[src/amc_pkg.sv]
package amc_pkg;

  // ********************************
  // Timing
  // ********************************
  localparam int CLK_MHZ = 40;
  localparam int WARM_US = 50;
  localparam int COLD_US = 650;
  localparam int WARM_CYCLES = WARM_US * CLK_MHZ;
  localparam int COLD_CYCLES = COLD_US * CLK_MHZ;
  localparam int CNT_W = 16;

  // ********************************
  // Sizes
  // ********************************
  localparam int NUM_SLOTS = 8;
  localparam int SAMPLE_W = 14;
  localparam int AVG_CNT_W = 8;
  localparam int ACC_W = 21;
  localparam int FIFO_DEPTH = 16;
  localparam int FIFO_LVL_ONE = 12;
  localparam int FIFO_W = 17;
  localparam int NUM_INTS = 6;

  // ********************************
  // Register offsets
  // ********************************
  localparam logic [7:0] OFS_CFG = 8'h00;
  localparam logic [7:0] OFS_STAT = 8'h04;
  localparam logic [7:0] OFS_SWT = 8'h08;
  localparam logic [7:0] OFS_SLOT0 = 8'h0c;
  localparam logic [7:0] OFS_UPPER = 8'h2c;
  localparam logic [7:0] OFS_LOWER = 8'h30;
  localparam logic [7:0] OFS_FIFO = 8'h38;
  localparam logic [7:0] OFS_INTEN = 8'h40;
  localparam logic [7:0] OFS_INTSTAT = 8'h44;
  localparam logic [7:0] OFS_INTCLR = 8'h48;

  // ********************************
  // Field positions
  // ********************************
  localparam int CFG_EN_BIT = 0;
  localparam int CFG_RPT_BIT = 2;
  localparam int CFG_PM_LSB = 3;
  localparam int CFG_TSEL_LSB = 16;
  localparam int CFG_TPOL_BIT = 19;
  localparam int SLOT_EN_BIT = 0;
  localparam int SLOT_AVG_LSB = 1;
  localparam int SLOT_CH_LSB = 4;
  localparam int FIFO_CNT_LSB = 16;
  localparam int FIFO_SLOT_LSB = 24;
  localparam int STAT_CNT_LSB = 8;
  localparam int INT_CONV = 0;
  localparam int INT_SCAN = 1;
  localparam int INT_LVL1 = 2;
  localparam int INT_LVL2 = 3;
  localparam int INT_OUT = 4;
  localparam int INT_IN = 5;

  // ********************************
  // Reset values and codes
  // ********************************
  localparam logic [7:0] SLOT_RESET = 8'h00;
  localparam logic [13:0] UPPER_RESET = 14'h3fff;
  localparam logic [13:0] LOWER_RESET = 14'h0000;
  localparam logic [2:0] TRIG_SW = 3'h7;

  typedef enum logic [1:0] {
    POWER_MODE_ZERO = 2'h0,
    POWER_MODE_ONE = 2'h1,
    POWER_MODE_TWO = 2'h2
  } amc_pmode_t;

  typedef enum logic [2:0] {
    ST_IDLE = 3'b000,
    ST_CLK_WAIT = 3'b001,
    ST_WARM = 3'b011,
    ST_SAMPLE = 3'b010,
    ST_CONV_WAIT = 3'b110,
    ST_SCAN_END = 3'b111
  } amc_state_t;

endpackage : amc_pkg

[src/amc_scan_controller.sv]
// What this block does
// - Clearing enable resets scan logic, averages and FIFO pointers.
// - Setting enable lets conversions run on their own.
// - Scan starts only if enabled, a slot enabled, and triggered.
// - Each slot averages its configured sample count into one result.
// - Single mode: one trigger, one scan; FIFO written on completed averages.
// - Each pin edge of chosen polarity starts one full scan.
// - With repeat enabled, timer pulses act as scan triggers.
// - Timer pulses ignored until a first normal trigger.
// - Once repeating, each timer pulse alone launches a scan.
// - Software source: a trigger register write starts scanning.
// - Mode zero keeps reference and converter powered between scans.
// - Mode one powers down between scans, keeps calibration.
// - Mode one runs scans back to back while triggers pend.
// - Scan end with nothing pending drops to low power, except in mode zero.
// - Mode two starts each power-up cold with settle and recalibration.
// - Fast oscillator requested from clock generator by handshake.
// - Six interrupt status bits, each with its own enable.
// - Sixth source flags a result inside the limits.
// - Conversion complete sets when a result is pushed.
// - Scan complete sets once all enabled slots are sampled.
//
// The implementer's own choices: the placing of the registers and the address-and-strobe port.
module amc_scan_controller #(
  parameter int COLD_CYCLES = amc_pkg::COLD_CYCLES
) (
  // Clock and reset
  input wire logic clk,
  input wire logic rst_n,
  // Register port
  input wire logic [7:0] regAddr,
  input wire logic [31:0] regWdata,
  input wire logic regWrite,
  input wire logic regRead,
  output logic [31:0] regRdata,
  // Trigger sources and power grant
  input wire logic [3:0] extTrigger,
  input wire logic timerTrigger,
  input wire logic subsystemPowerEnable,
  // Clock generator handshake
  output logic fastClkReq,
  input wire logic fastClkAck,
  // Analog converter
  output logic analogPowerOn,
  output logic refBufferOn,
  output logic convClockOn,
  output logic calibrateReq,
  output logic sampleReq,
  output logic [2:0] sampleSlot,
  output logic [3:0] sampleChannel,
  input wire logic sampleDone,
  input wire logic [13:0] sampleData,
  // Interrupt summary
  output logic intActive
);

  localparam int NS = amc_pkg::NUM_SLOTS;
  localparam int FCW = $clog2(amc_pkg::FIFO_DEPTH + 1);

  // ********************************
  // Reset release
  // ********************************
  logic [1:0] rstSync;
  logic rstIn_n;

  always_ff @(posedge clk or negedge rst_n) begin
    if (!rst_n) begin
      rstSync <= 2'h0;
    end else begin
      rstSync <= {rstSync[0], 1'b1};
    end
  end
  assign rstIn_n = rstSync[1];

  // ********************************
  // Helpers
  // ********************************
  // Lowest enabled slot at or above start; bit 3 marks that one was found
  function automatic logic [3:0] firstFrom(input logic [7:0] mask, input logic [3:0] start);
    logic [3:0] r;
    r = 4'h0;
    for (int i = NS - 1; i >= 0; i--) begin
      if (mask[i] && (4'(i) >= start)) begin
        r = {1'b1, 3'(i)};
      end
    end
    return r;
  endfunction : firstFrom

  // ********************************
  // Register group
  // ********************************
  logic cfgEnable, next_cfgEnable;
  logic cfgRepeat, next_cfgRepeat;
  logic [1:0] cfgPowerMode, next_cfgPowerMode;
  logic [2:0] cfgTrigSel, next_cfgTrigSel;
  logic cfgTrigPol, next_cfgTrigPol;
  logic [7:0] slotCfg [NS];
  logic [7:0] next_slotCfg [NS];
  logic [13:0] upperLimit, next_upperLimit, lowerLimit, next_lowerLimit;
  logic [5:0] intEnable, next_intEnable, intStatus, next_intStatus;
  logic [31:0] next_regRdata;
  logic next_intActive;
  logic swTrigWrite, fifoPop;
  logic [5:0] intEvents;
  logic [amc_pkg::FIFO_W-1:0] fifoHead;
  logic [FCW-1:0] fifoCount;
  logic funcEnable;
  logic [2:0] stateCode;
  logic repeatArmed, pending, calibrated;

  // Subsystem power overrides the functional enable
  assign funcEnable = cfgEnable && subsystemPowerEnable;

  always_comb begin
    next_cfgEnable = cfgEnable;
    next_cfgRepeat = cfgRepeat;
    next_cfgPowerMode = cfgPowerMode;
    next_cfgTrigSel = cfgTrigSel;
    next_cfgTrigPol = cfgTrigPol;
    next_slotCfg = slotCfg;
    next_upperLimit = upperLimit;
    next_lowerLimit = lowerLimit;
    next_intEnable = intEnable;
    next_regRdata = 32'h0;
    swTrigWrite = regWrite && (regAddr == amc_pkg::OFS_SWT);
    fifoPop = regWrite && (regAddr == amc_pkg::OFS_FIFO);
    next_intStatus = intStatus;
    if (regWrite && (regAddr == amc_pkg::OFS_INTCLR)) begin
      next_intStatus = intStatus & ~regWdata[5:0];
    end
    // New events win over a clear in the same cycle
    next_intStatus = next_intStatus | intEvents;
    if (regWrite) begin
      case (regAddr)
        amc_pkg::OFS_CFG: begin
          next_cfgEnable = regWdata[amc_pkg::CFG_EN_BIT];
          next_cfgRepeat = regWdata[amc_pkg::CFG_RPT_BIT];
          next_cfgPowerMode = regWdata[amc_pkg::CFG_PM_LSB +: 2];
          next_cfgTrigSel = regWdata[amc_pkg::CFG_TSEL_LSB +: 3];
          next_cfgTrigPol = regWdata[amc_pkg::CFG_TPOL_BIT];
        end
        amc_pkg::OFS_UPPER: next_upperLimit = regWdata[13:0];
        amc_pkg::OFS_LOWER: next_lowerLimit = regWdata[13:0];
        amc_pkg::OFS_INTEN: next_intEnable = regWdata[5:0];
        default: begin
          for (int i = 0; i < NS; i++) begin
            if (regAddr == amc_pkg::OFS_SLOT0 + 8'(4 * i)) begin
              next_slotCfg[i] = regWdata[7:0];
            end
          end
        end
      endcase
    end
    if (regRead) begin
      case (regAddr)
        amc_pkg::OFS_CFG: begin
          next_regRdata[amc_pkg::CFG_EN_BIT] = cfgEnable;
          next_regRdata[amc_pkg::CFG_RPT_BIT] = cfgRepeat;
          next_regRdata[amc_pkg::CFG_PM_LSB +: 2] = cfgPowerMode;
          next_regRdata[amc_pkg::CFG_TSEL_LSB +: 3] = cfgTrigSel;
          next_regRdata[amc_pkg::CFG_TPOL_BIT] = cfgTrigPol;
        end
        amc_pkg::OFS_STAT: begin
          next_regRdata[2:0] = stateCode;
          next_regRdata[3] = repeatArmed;
          next_regRdata[4] = pending;
          next_regRdata[5] = calibrated;
          next_regRdata[amc_pkg::STAT_CNT_LSB +: FCW] = fifoCount;
        end
        amc_pkg::OFS_UPPER: next_regRdata[13:0] = upperLimit;
        amc_pkg::OFS_LOWER: next_regRdata[13:0] = lowerLimit;
        amc_pkg::OFS_FIFO: begin
          // Reading has no side effect; a write pops
          next_regRdata[amc_pkg::FIFO_CNT_LSB +: FCW] = fifoCount;
          // Stale words left behind a flush never show as data
          if (fifoCount != '0) begin
            next_regRdata[13:0] = fifoHead[13:0];
            next_regRdata[amc_pkg::FIFO_SLOT_LSB +: 3] = fifoHead[16:14];
          end
        end
        amc_pkg::OFS_INTEN: next_regRdata[5:0] = intEnable;
        amc_pkg::OFS_INTSTAT: next_regRdata[5:0] = intStatus;
        default: begin
          for (int i = 0; i < NS; i++) begin
            if (regAddr == amc_pkg::OFS_SLOT0 + 8'(4 * i)) begin
              next_regRdata[7:0] = slotCfg[i];
            end
          end
        end
      endcase
    end
    next_intActive = |(next_intStatus & next_intEnable);
  end

  always_ff @(posedge clk or negedge rstIn_n) begin
    if (!rstIn_n) begin
      cfgEnable <= 1'b0;
      cfgRepeat <= 1'b0;
      cfgPowerMode <= 2'h0;
      cfgTrigSel <= 3'h0;
      cfgTrigPol <= 1'b0;
      slotCfg <= '{default: amc_pkg::SLOT_RESET};
      upperLimit <= amc_pkg::UPPER_RESET;
      lowerLimit <= amc_pkg::LOWER_RESET;
      intEnable <= 6'h00;
      intStatus <= 6'h00;
      regRdata <= 32'h0;
      intActive <= 1'b0;
    end else begin
      cfgEnable <= next_cfgEnable;
      cfgRepeat <= next_cfgRepeat;
      cfgPowerMode <= next_cfgPowerMode;
      cfgTrigSel <= next_cfgTrigSel;
      cfgTrigPol <= next_cfgTrigPol;
      slotCfg <= next_slotCfg;
      upperLimit <= next_upperLimit;
      lowerLimit <= next_lowerLimit;
      intEnable <= next_intEnable;
      intStatus <= next_intStatus;
      regRdata <= next_regRdata;
      intActive <= next_intActive;
    end
  end

  // ********************************
  // Scan and power group
  // ********************************
  amc_pkg::amc_state_t state, next_state;
  logic [amc_pkg::CNT_W-1:0] waitCnt, next_waitCnt;
  logic [2:0] next_sampleSlot;
  logic [3:0] next_sampleChannel;
  logic next_sampleReq, next_calibrateReq, next_fastClkReq;
  logic next_analogPowerOn, next_refBufferOn, next_convClockOn;
  logic next_repeatArmed, next_pending, next_calibrated;
  logic [3:0] extPrev, next_extPrev;
  logic timerPrev, next_timerPrev;
  logic [amc_pkg::ACC_W-1:0] acc [NS];
  logic [amc_pkg::ACC_W-1:0] next_acc [NS];
  logic [amc_pkg::AVG_CNT_W-1:0] avgCnt [NS];
  logic [amc_pkg::AVG_CNT_W-1:0] next_avgCnt [NS];
  logic [7:0] slotMask;
  logic [3:0] firstSlot, nextSlot;
  logic pinEdge, normalTrig, timerTrig, trigEvt, pendNow;
  logic fifoPush, fifoReady, fifoFlush;
  logic [amc_pkg::FIFO_W-1:0] fifoData;
  logic [amc_pkg::ACC_W-1:0] sum;
  logic [2:0] avgCode;
  logic [13:0] avgResult;

  assign stateCode = state;

  always_comb begin
    for (int i = 0; i < NS; i++) begin
      slotMask[i] = slotCfg[i][amc_pkg::SLOT_EN_BIT];
    end
    next_state = state;
    next_waitCnt = waitCnt;
    next_sampleSlot = sampleSlot;
    next_sampleChannel = sampleChannel;
    next_sampleReq = sampleReq;
    next_calibrateReq = 1'b0;
    next_fastClkReq = fastClkReq;
    next_analogPowerOn = analogPowerOn;
    next_refBufferOn = refBufferOn;
    next_convClockOn = convClockOn;
    next_calibrated = calibrated;
    next_acc = acc;
    next_avgCnt = avgCnt;
    next_extPrev = extTrigger;
    next_timerPrev = timerTrigger;
    intEvents = 6'h00;
    fifoPush = 1'b0;
    fifoData = '0;
    sum = '0;
    avgCode = 3'h0;
    avgResult = 14'h0;
    firstSlot = firstFrom(slotMask, 4'h0);
    nextSlot = firstFrom(slotMask, {1'b0, sampleSlot} + 4'h1);
    // Pin edge of the chosen polarity
    pinEdge = (extTrigger[cfgTrigSel[1:0]] ^ cfgTrigPol)
              && !(extPrev[cfgTrigSel[1:0]] ^ cfgTrigPol);
    normalTrig = (cfgTrigSel == amc_pkg::TRIG_SW) ? swTrigWrite :
                 (!cfgTrigSel[2] && pinEdge);
    // Timer pulses count only after the normal source has fired once
    timerTrig = cfgRepeat && repeatArmed && timerTrigger && !timerPrev;
    trigEvt = funcEnable && (slotMask != 8'h00) && (normalTrig || timerTrig);
    pendNow = pending || trigEvt;
    next_pending = pendNow;
    next_repeatArmed = cfgRepeat && (repeatArmed || (trigEvt && normalTrig));
    case (state)
      amc_pkg::ST_IDLE: begin
        if (pendNow && analogPowerOn) begin
          next_state = amc_pkg::ST_SAMPLE;
          next_sampleSlot = firstSlot[2:0];
          next_pending = 1'b0;
        end else if (pendNow) begin
          next_fastClkReq = 1'b1;
          next_state = amc_pkg::ST_CLK_WAIT;
        end
      end
      amc_pkg::ST_CLK_WAIT: begin
        if (fastClkAck) begin
          next_analogPowerOn = 1'b1;
          next_refBufferOn = 1'b1;
          next_convClockOn = 1'b1;
          // Calibration survives in every mode except mode two
          if (!calibrated || (cfgPowerMode == amc_pkg::POWER_MODE_TWO)) begin
            next_calibrateReq = 1'b1;
            next_waitCnt = amc_pkg::CNT_W'(COLD_CYCLES - 1);
          end else begin
            next_waitCnt = amc_pkg::CNT_W'(amc_pkg::WARM_CYCLES - 1);
          end
          next_state = amc_pkg::ST_WARM;
        end
      end
      amc_pkg::ST_WARM: begin
        if (waitCnt == '0) begin
          next_calibrated = 1'b1;
          next_sampleSlot = firstSlot[2:0];
          next_pending = 1'b0;
          next_state = amc_pkg::ST_SAMPLE;
        end else begin
          next_waitCnt = waitCnt - amc_pkg::CNT_W'(1);
        end
      end
      amc_pkg::ST_SAMPLE: begin
        next_sampleChannel = slotCfg[sampleSlot][amc_pkg::SLOT_CH_LSB +: 4];
        next_sampleReq = 1'b1;
        next_state = amc_pkg::ST_CONV_WAIT;
      end
      amc_pkg::ST_CONV_WAIT: begin
        if (sampleDone) begin
          next_sampleReq = 1'b0;
          avgCode = slotCfg[sampleSlot][amc_pkg::SLOT_AVG_LSB +: 3];
          sum = acc[sampleSlot] + amc_pkg::ACC_W'(sampleData);
          next_acc[sampleSlot] = sum;
          next_avgCnt[sampleSlot] = avgCnt[sampleSlot] + amc_pkg::AVG_CNT_W'(1);
          if (next_avgCnt[sampleSlot] == (amc_pkg::AVG_CNT_W'(1) << avgCode)) begin
            avgResult = 14'(sum >> avgCode);
            next_acc[sampleSlot] = '0;
            next_avgCnt[sampleSlot] = '0;
            // A full FIFO keeps its contents and the result is dropped
            fifoPush = fifoReady;
            fifoData = {sampleSlot, avgResult};
            intEvents[amc_pkg::INT_CONV] = fifoReady;
            intEvents[amc_pkg::INT_LVL1] = fifoReady
              && (fifoCount == FCW'(amc_pkg::FIFO_LVL_ONE - 1));
            intEvents[amc_pkg::INT_LVL2] = fifoReady
              && (fifoCount == FCW'(amc_pkg::FIFO_DEPTH - 1));
            if ((avgResult >= lowerLimit) && (avgResult <= upperLimit)) begin
              intEvents[amc_pkg::INT_IN] = fifoReady;
            end else begin
              intEvents[amc_pkg::INT_OUT] = fifoReady;
            end
          end
          if (nextSlot[3]) begin
            next_sampleSlot = nextSlot[2:0];
            next_state = amc_pkg::ST_SAMPLE;
          end else begin
            next_state = amc_pkg::ST_SCAN_END;
          end
        end
      end
      amc_pkg::ST_SCAN_END: begin
        intEvents[amc_pkg::INT_SCAN] = 1'b1;
        if (pendNow) begin
          // Burst straight into the next scan while powered
          next_sampleSlot = firstSlot[2:0];
          next_pending = 1'b0;
          next_state = amc_pkg::ST_SAMPLE;
        end else begin
          next_state = amc_pkg::ST_IDLE;
          if (cfgPowerMode != amc_pkg::POWER_MODE_ZERO) begin
            next_analogPowerOn = 1'b0;
            next_refBufferOn = 1'b0;
            next_convClockOn = 1'b0;
            next_fastClkReq = 1'b0;
            if (cfgPowerMode == amc_pkg::POWER_MODE_TWO) begin
              next_calibrated = 1'b0;
            end
          end
        end
      end
      default: next_state = amc_pkg::ST_IDLE;
    endcase
    fifoFlush = !funcEnable;
    // Disabling resets scan state, power, calibration, averages and FIFO; configuration, interrupt status, slot, channel and wait count keep their values
    if (!funcEnable) begin
      next_state = amc_pkg::ST_IDLE;
      next_sampleReq = 1'b0;
      next_calibrateReq = 1'b0;
      next_fastClkReq = 1'b0;
      next_analogPowerOn = 1'b0;
      next_refBufferOn = 1'b0;
      next_convClockOn = 1'b0;
      next_calibrated = 1'b0;
      next_pending = 1'b0;
      next_repeatArmed = 1'b0;
      next_acc = '{default: '0};
      next_avgCnt = '{default: '0};
      fifoPush = 1'b0;
      intEvents = 6'h00;
    end
  end

  always_ff @(posedge clk or negedge rstIn_n) begin
    if (!rstIn_n) begin
      state <= amc_pkg::ST_IDLE;
      waitCnt <= '0;
      sampleSlot <= 3'h0;
      sampleChannel <= 4'h0;
      sampleReq <= 1'b0;
      calibrateReq <= 1'b0;
      fastClkReq <= 1'b0;
      analogPowerOn <= 1'b0;
      refBufferOn <= 1'b0;
      convClockOn <= 1'b0;
      calibrated <= 1'b0;
      repeatArmed <= 1'b0;
      pending <= 1'b0;
      extPrev <= 4'h0;
      timerPrev <= 1'b0;
      acc <= '{default: '0};
      avgCnt <= '{default: '0};
    end else begin
      state <= next_state;
      waitCnt <= next_waitCnt;
      sampleSlot <= next_sampleSlot;
      sampleChannel <= next_sampleChannel;
      sampleReq <= next_sampleReq;
      calibrateReq <= next_calibrateReq;
      fastClkReq <= next_fastClkReq;
      analogPowerOn <= next_analogPowerOn;
      refBufferOn <= next_refBufferOn;
      convClockOn <= next_convClockOn;
      calibrated <= next_calibrated;
      repeatArmed <= next_repeatArmed;
      pending <= next_pending;
      extPrev <= next_extPrev;
      timerPrev <= next_timerPrev;
      acc <= next_acc;
      avgCnt <= next_avgCnt;
    end
  end

  // ********************************
  // Result FIFO
  // ********************************
  amc_result_fifo #(
    .WIDTH(amc_pkg::FIFO_W),
    .DEPTH(amc_pkg::FIFO_DEPTH),
    .CW(FCW)
  ) resultFifo (
    .clk(clk),
    .rstIn_n(rstIn_n),
    .flush(fifoFlush),
    .push(fifoPush),
    .pushData(fifoData),
    .pushReady(fifoReady),
    .pop(fifoPop),
    .headData(fifoHead),
    .count(fifoCount)
  );

endmodule : amc_scan_controller

[src/amc_result_fifo.sv]
module amc_result_fifo #(
  parameter int WIDTH = 17,
  parameter int DEPTH = 16,
  parameter int CW = $clog2(DEPTH + 1)
) (
  // Clock and reset
  input wire logic clk,
  input wire logic rstIn_n,
  // Control
  input wire logic flush,
  input wire logic push,
  input wire logic [WIDTH-1:0] pushData,
  output logic pushReady,
  input wire logic pop,
  // Head and level
  output logic [WIDTH-1:0] headData,
  output logic [CW-1:0] count
);

  // Pointers wrap naturally, so DEPTH must be a power of two
  localparam int PW = $clog2(DEPTH);

  logic [WIDTH-1:0] mem [DEPTH];
  logic [WIDTH-1:0] next_mem [DEPTH];
  logic [PW-1:0] wrPtr, next_wrPtr, rdPtr, next_rdPtr;
  logic [CW-1:0] next_count;
  logic doPush, doPop;

  assign pushReady = (count != CW'(DEPTH));
  assign headData = mem[rdPtr];

  always_comb begin
    doPush = push && pushReady;
    doPop = pop && (count != '0);
    next_mem = mem;
    next_wrPtr = wrPtr;
    next_rdPtr = rdPtr;
    next_count = count;
    if (flush) begin
      next_wrPtr = '0;
      next_rdPtr = '0;
      next_count = '0;
    end else begin
      if (doPush) begin
        next_mem[wrPtr] = pushData;
        next_wrPtr = wrPtr + PW'(1);
      end
      if (doPop) begin
        next_rdPtr = rdPtr + PW'(1);
      end
      next_count = count + CW'(doPush) - CW'(doPop);
    end
  end

  always_ff @(posedge clk or negedge rstIn_n) begin
    if (!rstIn_n) begin
      mem <= '{default: '0};
      wrPtr <= '0;
      rdPtr <= '0;
      count <= '0;
    end else begin
      mem <= next_mem;
      wrPtr <= next_wrPtr;
      rdPtr <= next_rdPtr;
      count <= next_count;
    end
  end

endmodule : amc_result_fifo

[config.mk]
export PLATFORM = sky130hd
export DESIGN_NAME = amc_scan_controller
export DESIGN_NICKNAME = d
export VERILOG_FILES = /design/src/amc_pkg.sv /design/src/amc_scan_controller.sv /design/src/amc_result_fifo.sv
export SDC_FILE = /design/constraint.sdc
export NUM_CORES = 2
export LEC_CHECK = 0
export ABC_CLOCK_PERIOD_IN_PS = 29100
export CAP_MARGIN = 20
export CORE_ASPECT_RATIO = 1.1
export CORE_MARGIN = 2
export CORE_UTILIZATION = 60
export CTS_BUF_LIST = sky130_fd_sc_hd__clkbuf_8 sky130_fd_sc_hd__clkbuf_16
export CTS_CLUSTER_SIZE = 28
export DETAILED_ROUTE_END_ITERATION = 10
export DONT_BUFFER_PORTS = 1
export PLACE_DENSITY = 0.76
export SKIP_LAST_GASP = 1
export SYNTH_ARGS = -nofsm -noshare
export SYNTH_HDL_FRONTEND = slang
export SYNTH_HIERARCHICAL = 1
export SYNTH_SLANG_ARGS = --single-unit
[constraint.sdc]
create_clock -name clk -period 29.1 [get_ports clk]
set_input_delay 8.73 -clock clk [delete_from_list [all_inputs] [get_ports clk]]
set_output_delay 8.73 -clock clk [all_outputs]
set_load 0.02 [all_outputs]
---- Word level (Yosys, flattened, before mapping) ----
Index checks and enable logic that the tools add are counted.
word-level totals
  logic and storage cells ................. 371
  input bits .............................. 66
  register bits after elaboration ......... 692
cells by class
  mux-type cells .......................... 144
  bitwise logic cells ..................... 14
  eq/ne operators ......................... 51
  $add $sub $neg .......................... 8
  reductions and logical operators ........ 68
  $lt $le $gt $ge ......................... 16
  shift operators ......................... 2
operators with widths
  operator            count
  $mux 168            4
  $bwmux 272          1
  $mux 64             4
  $and 168x168->168   1
  $bwmux 168          1
  $not 168->168       1
  $mux 8              15
  $mux 17             6
  $bmux 8 s3          3
  $mux 3              23
  $bmux 17 s4         1
  $demux 17 s4        1
  $and 64x64->64      1
  $bwmux 64           1
  $not 64->64         1
  $bmux 21 s3         1
  $demux 21 s3        1
  $mux 21             3
  $mux 4              15
  $eq 8x6->1 const B  6
  $mux 1              33
  $eq 8x5->1 const B  4
  $mux 16             2
  $pmux 16 s2         1
  other kinds (74)    173

---- Longest topological paths before layout ----
  depth in word-level cells ............... 18
  depth in mapped cells ................... 33
  mapped depth without buffers ............ 24

---- Modules after synthesis ----
Netlist, hierarchy kept.
by module, submodules not included
  module               instances  area an instance (µm²)  seq. area each (µm²)  cells each
  amc_scan_controller  1          22097.4                 10202.3               2010
  amc_result_fifo      1          13374.1                 7131.8                898

---- Least setup slack after synthesis ----
No wires, ideal clock.
  path kind ............................... input port to flip-flop
  from .................................... input port sampleData[0]
  to ...................................... register intActive
  slack ................................... 16.178 ns
  data required time ...................... 28.980 ns
  buffers on the path ..................... 1
  data arrival time ....................... 12.802 ns
  stages on the path ...................... 19
  path through ............................ ha_1 -> inv_1 -> fa_1 -> nor2b_1 -> o31ai_1 -> a211o_1 -> a2111oi_0 -> xnor2_1 -> clkbuf_1 -> a211oi_1 -> nor3_1 -> ha_1 -> a21o_1 -> a211oi_1 -> o311ai_0 -> a21boi_0 -> mux2i_1 -> nand2_1 -> a31o_2
on the way
  cells in the longest elaborated chain, start to end .. 12
RTL lines
  element                                       line                        text
  start: declaration                            amc_scan_controller.sv:52   input wire logic [13:0] sampleData,
  $add 21x14->21 *                              amc_scan_controller.sv:336  sum = acc[sampleSlot] + amc_pkg::ACC_W'(sampleData);
  $shr 21x3->14 *                               amc_scan_controller.sv:340  avgResult = 14'(sum >> avgCode);
  $ge 14x14->1 or $le 14x14->1 (tied branches)  amc_scan_controller.sv:351  if ((avgResult >= lowerLimit) && (avgResult <= upperLimit)) begin
  $logic_and 1x1->1 *                           amc_scan_controller.sv:351
  $mux 1                                        amc_scan_controller.sv:351
  $mux 4 *                                      amc_scan_controller.sv:339  if (next_avgCnt[sampleSlot] == (amc_pkg::AVG_CNT_W'(1) << avgCode)) begin
  $mux 4 *                                      amc_scan_controller.sv:333  if (sampleDone) begin
  $mux 4 *                                      amc_scan_controller.sv:291  case (state)
  $mux 6 *                                      amc_scan_controller.sv:389  if (!funcEnable) begin
  $or 6x6->6 *                                  amc_scan_controller.sv:133  next_intStatus = next_intStatus | intEvents;
  $and 6x6->6 *                                 amc_scan_controller.sv:193  next_intActive = |(next_intStatus & next_intEnable);
  $reduce_or 6->1 *                             amc_scan_controller.sv:193
  net next_intActive                            amc_scan_controller.sv:103  logic next_intActive;
  end signal: assignment                        amc_scan_controller.sv:222  intActive <= next_intActive;
  end: declaration                              amc_scan_controller.sv:54   output logic intActive
Mark *: on every way through the listed nets, which the timed path passes. The rest lies on a longest branch.
A chain may end at the register's enable or synchronous reset.

---- Final worst setup path ----
Same ends and word-level chain as after synthesis.

==> results.ini <==
[place]
place_hpwl_um = 65360
place_inst = 3496
port_buffers = 0
gp_congestion = 0.9317
place_area_sq_um = 35870

[power]
cellLeakagePower_uw = 0.01706
clockPowerShare = 0.476
p_switching_uw = 489.6
powerDensity_nw_per_um2 = 54.03
seqPwrFrac = 0.470
p_comb_frac = 0.055
swShare = 0.2344
p_int_uw = 1599
peakVddDrop_uv = 48.58

[layout]
register_area_sq_um = 17350
num_antenna_cells = 0
multi_input_area_sq_um = 16870
fin_util = 0.6604
layout.nets = 2950
fill_cells = 4227
instances_no_fill = 3642
areaGrowthSynthToFinish_pct = 8.967
fin_area_sq_um = 38650
drive_gt1_frac = 0.2651

[worst_setup_path]
worstPathRequired_ns = 29.62
cp_common_cell = ha_1
crit_fanout = 5
worst-path-buf-inv = 1
startpoint_type = primary input
worstSetupPathType = in2reg
arrival_ns = 14.19
path_cells = ha_1 -> inv_1 -> fa_1 -> nor2b_1 -> o31ai_1 -> a211o_1 -> a21o_1 -> xnor2_1 -> a2111oi_0 -> o22ai_1 -> a31oi_1 -> ha_1 -> nand4_1 -> nor4_1 -> a21oi_1 -> a21boi_0 -> mux2i_1 -> nand2_1 -> a31o_2
worst_setup_path_end_kind = flip-flop
cp_top_family = compound AO/OA/AOI/OAI gates
critPathMaxStageDelay_ns = 0.91
slowest_stage = a2111oi_0

[detailed_routing]
wirelength_um = 104200
wl_per_cell_um = 28.61
drtAntennaViolNets = 0
drt_iter0_drc = 2871
first_pass_iters = 8
drc = 0
viasPerCell = 7.248
num_vias = 26399

[grt]
gr-total-overflow = 0
antenna_found_initial = 1
grt_pass1_vias = 27161
gr-usage-all-layers = 0.3404
grt_max_degree = 211
grt_pass1_wl_um = 159900

[timing]
rsz0062_at_grt = no
fin_tns_setup_ns = 0
holdWs_ns = 0.3548
hold_viol_final = 0
finClkSkew_ns = 0.02673
maxSlewViolCount = 0
setup_violations = 0
fmax_mhz = 73.15
min_period_over_period = 0.4698
worstMarginPinSlew_ns = 1.207
maxSlewHeadroom = 0.1937
layout_min_cycle_time_ns = 13.67

[cts]
ctsHoldBuffers = 0
htreeDepth = 3
root_buffer = clkbuf_16
numCtsBuffers = 74
clk_latency_ns = 0.63
max-clock-path-buffers = 3
cts_sinks = 692
cts-resized-gates = 0
cts_setup_buffers = 0
cts_tree = yes
clk_pin_slew_ns = 0.06

[yosys]
synth_edf_count = 0
synth_seq_area_share = 0.4887
yosysMostFrequentCell = dfrtp_1
syn_area_per_cell_sq_um = 12.20
ys_top_cells_by_count = 678 x dfrtp_1, 398 x mux2_2, 208 x a32o_1
synthCells = 2908
synth_cell_types = 101
yosys_most_used_dff = dfrtp_1
ys_warn_count = 6
synth_area_leaders = dfrtp_1 48%, mux2_2 13%, a32o_1 5.9%
synth-async-reset-ratio = 1.000
synth_area_sq_um = 35470
yosys.area.top_type = dfrtp_1
ys_ff_latch = 692
synth_top_area_frac = 0.4783

[floorplan]
fp.dieW_um = 235.8
rows = 93
initial_core_util = 0.6060
coreArea_sq_um = 58530
die_y_um = 259.0
num_io_pins = 112
die_area_sq_um = 61080

[run_status]
status = complete, no violations

[hold_path]
hp-class = reg2reg

[job]
drv_cap = 0

-- routing by layer --
metal | share of wire | global-route usage | up-vias
met5 | 0.00012 | 0 | -
met4 | 0.056 | 0.1936 | 2
met3 | 0.086 | 0.06508 | 359
li1 | - | - | 11054
met1 | 0.37 | 0.4250 | 13570
met2 | 0.48 | 0.5606 | 1414
-- kinds of logic (layout without fill, tap and decap cells) --
| kind of cell | Yosys count | in the layout | share of synthesized area |
|---|---|---|---|
| simple gates | 504 | 504 | 0.07407 |
| xor+xnor | 41 | 41 | 0.01108 |
| other cells | 2 | 11 | 0.0002117 |
| fa+ha+maj | 59 | 59 | 0.02123 |
| mux | 571 | 571 | 0.1975 |
| flops | 692 | 692 | 0.4887 |
| compound gates | 732 | 732 | 0.1656 |
| buf+inv | 307 | 272 | 0.04155 |
-- layout make-up --
class,instances,share of cell area
timing repair buffer,72,0.01670
sequential,692,0.4489
multi-input combinational,1918,0.4364
clock inverter,39,0.01097
inverter,67,0.006507
tap,760,0.02460
clock buffer,94,0.05590
-- placed cells by master, fill, tap and decap left out, types with 15 or more instances in the layout --
cell,netlist,layout
inv_1,63,71
mux2i_1,106,105
o31ai_1,20,20
nand3_1,40,40
a22o_1,22,22
clkbuf_8,0,18
mux4_2,61,61
a222oi_1,19,19
nor2b_1,18,17
a22oi_1,58,58
nor2_1,130,120
xor2_1,15,15
mux2_2,398,398
a31oi_1,20,19
a32o_1,208,208
a21oi_1,96,89
buf_4,26,63
a211oi_1,28,28
nor3_1,34,26
clkbuf_16,0,77
ha_1,57,57
dfrtp_1,678,672
a221oi_1,72,72
xnor2_1,23,23
nand2_1,148,148
o21ai_0,67,67
-- through the flow --
step,power [uW],setup slack (ns)
3_3_place_gp,1103,14.94
6_report,2088,15.43
4_1_cts,2095,15.55
5_1_grt,2148,15.14
2_1_floorplan,1083,8.408
3_5_place_dp,1107,14.89
-- sequential cells by signal, summed over array words and instances, names as in the netlist, 6 cells and up --
| register | count |
|---|---|
| resultFifo/mem | 272 |
| avgCnt | 64 |
| upperLimit | 14 |
| regRdata | 22 |
| intStatus | 6 |
| slotCfg | 64 |
| acc | 168 |
| intEnable | 6 |
| lowerLimit | 14 |
| waitCnt | 16 |
-- power groups by stage --
stage,Combinational (uW),Sequential [uW],Clock (uW)
finish,114,981,993
global route,124,981,1040
CTS,110,980,1000
detailed placement,110,998,0
global placement,106,997,0
floorplan,76.2,1010,0
-- final timing paths --
| kind | cells after the start | slack [ns] | from | end |
|---|---|---|---|---|
| setup / recovery | 19 | 15.43 | sampleData[0] | intActive |
| max in group asynchronous | 0 | 21.22 | rst_n | rstSync[1] |
| hold reg to reg | 0 | 0.35 | rstSync[0] | rstSync[1] |
| hold / removal | 0 | 0.35 | rstSync[0] | rstSync[1] |
| min in group asynchronous | 0 | 0.47 | rstSync[1] | regRdata[26] |
| setup reg to reg | 23 | 20.29 | sampleSlot[1] | intActive |
No activity file was read; power rests on OpenSTA's default activity.
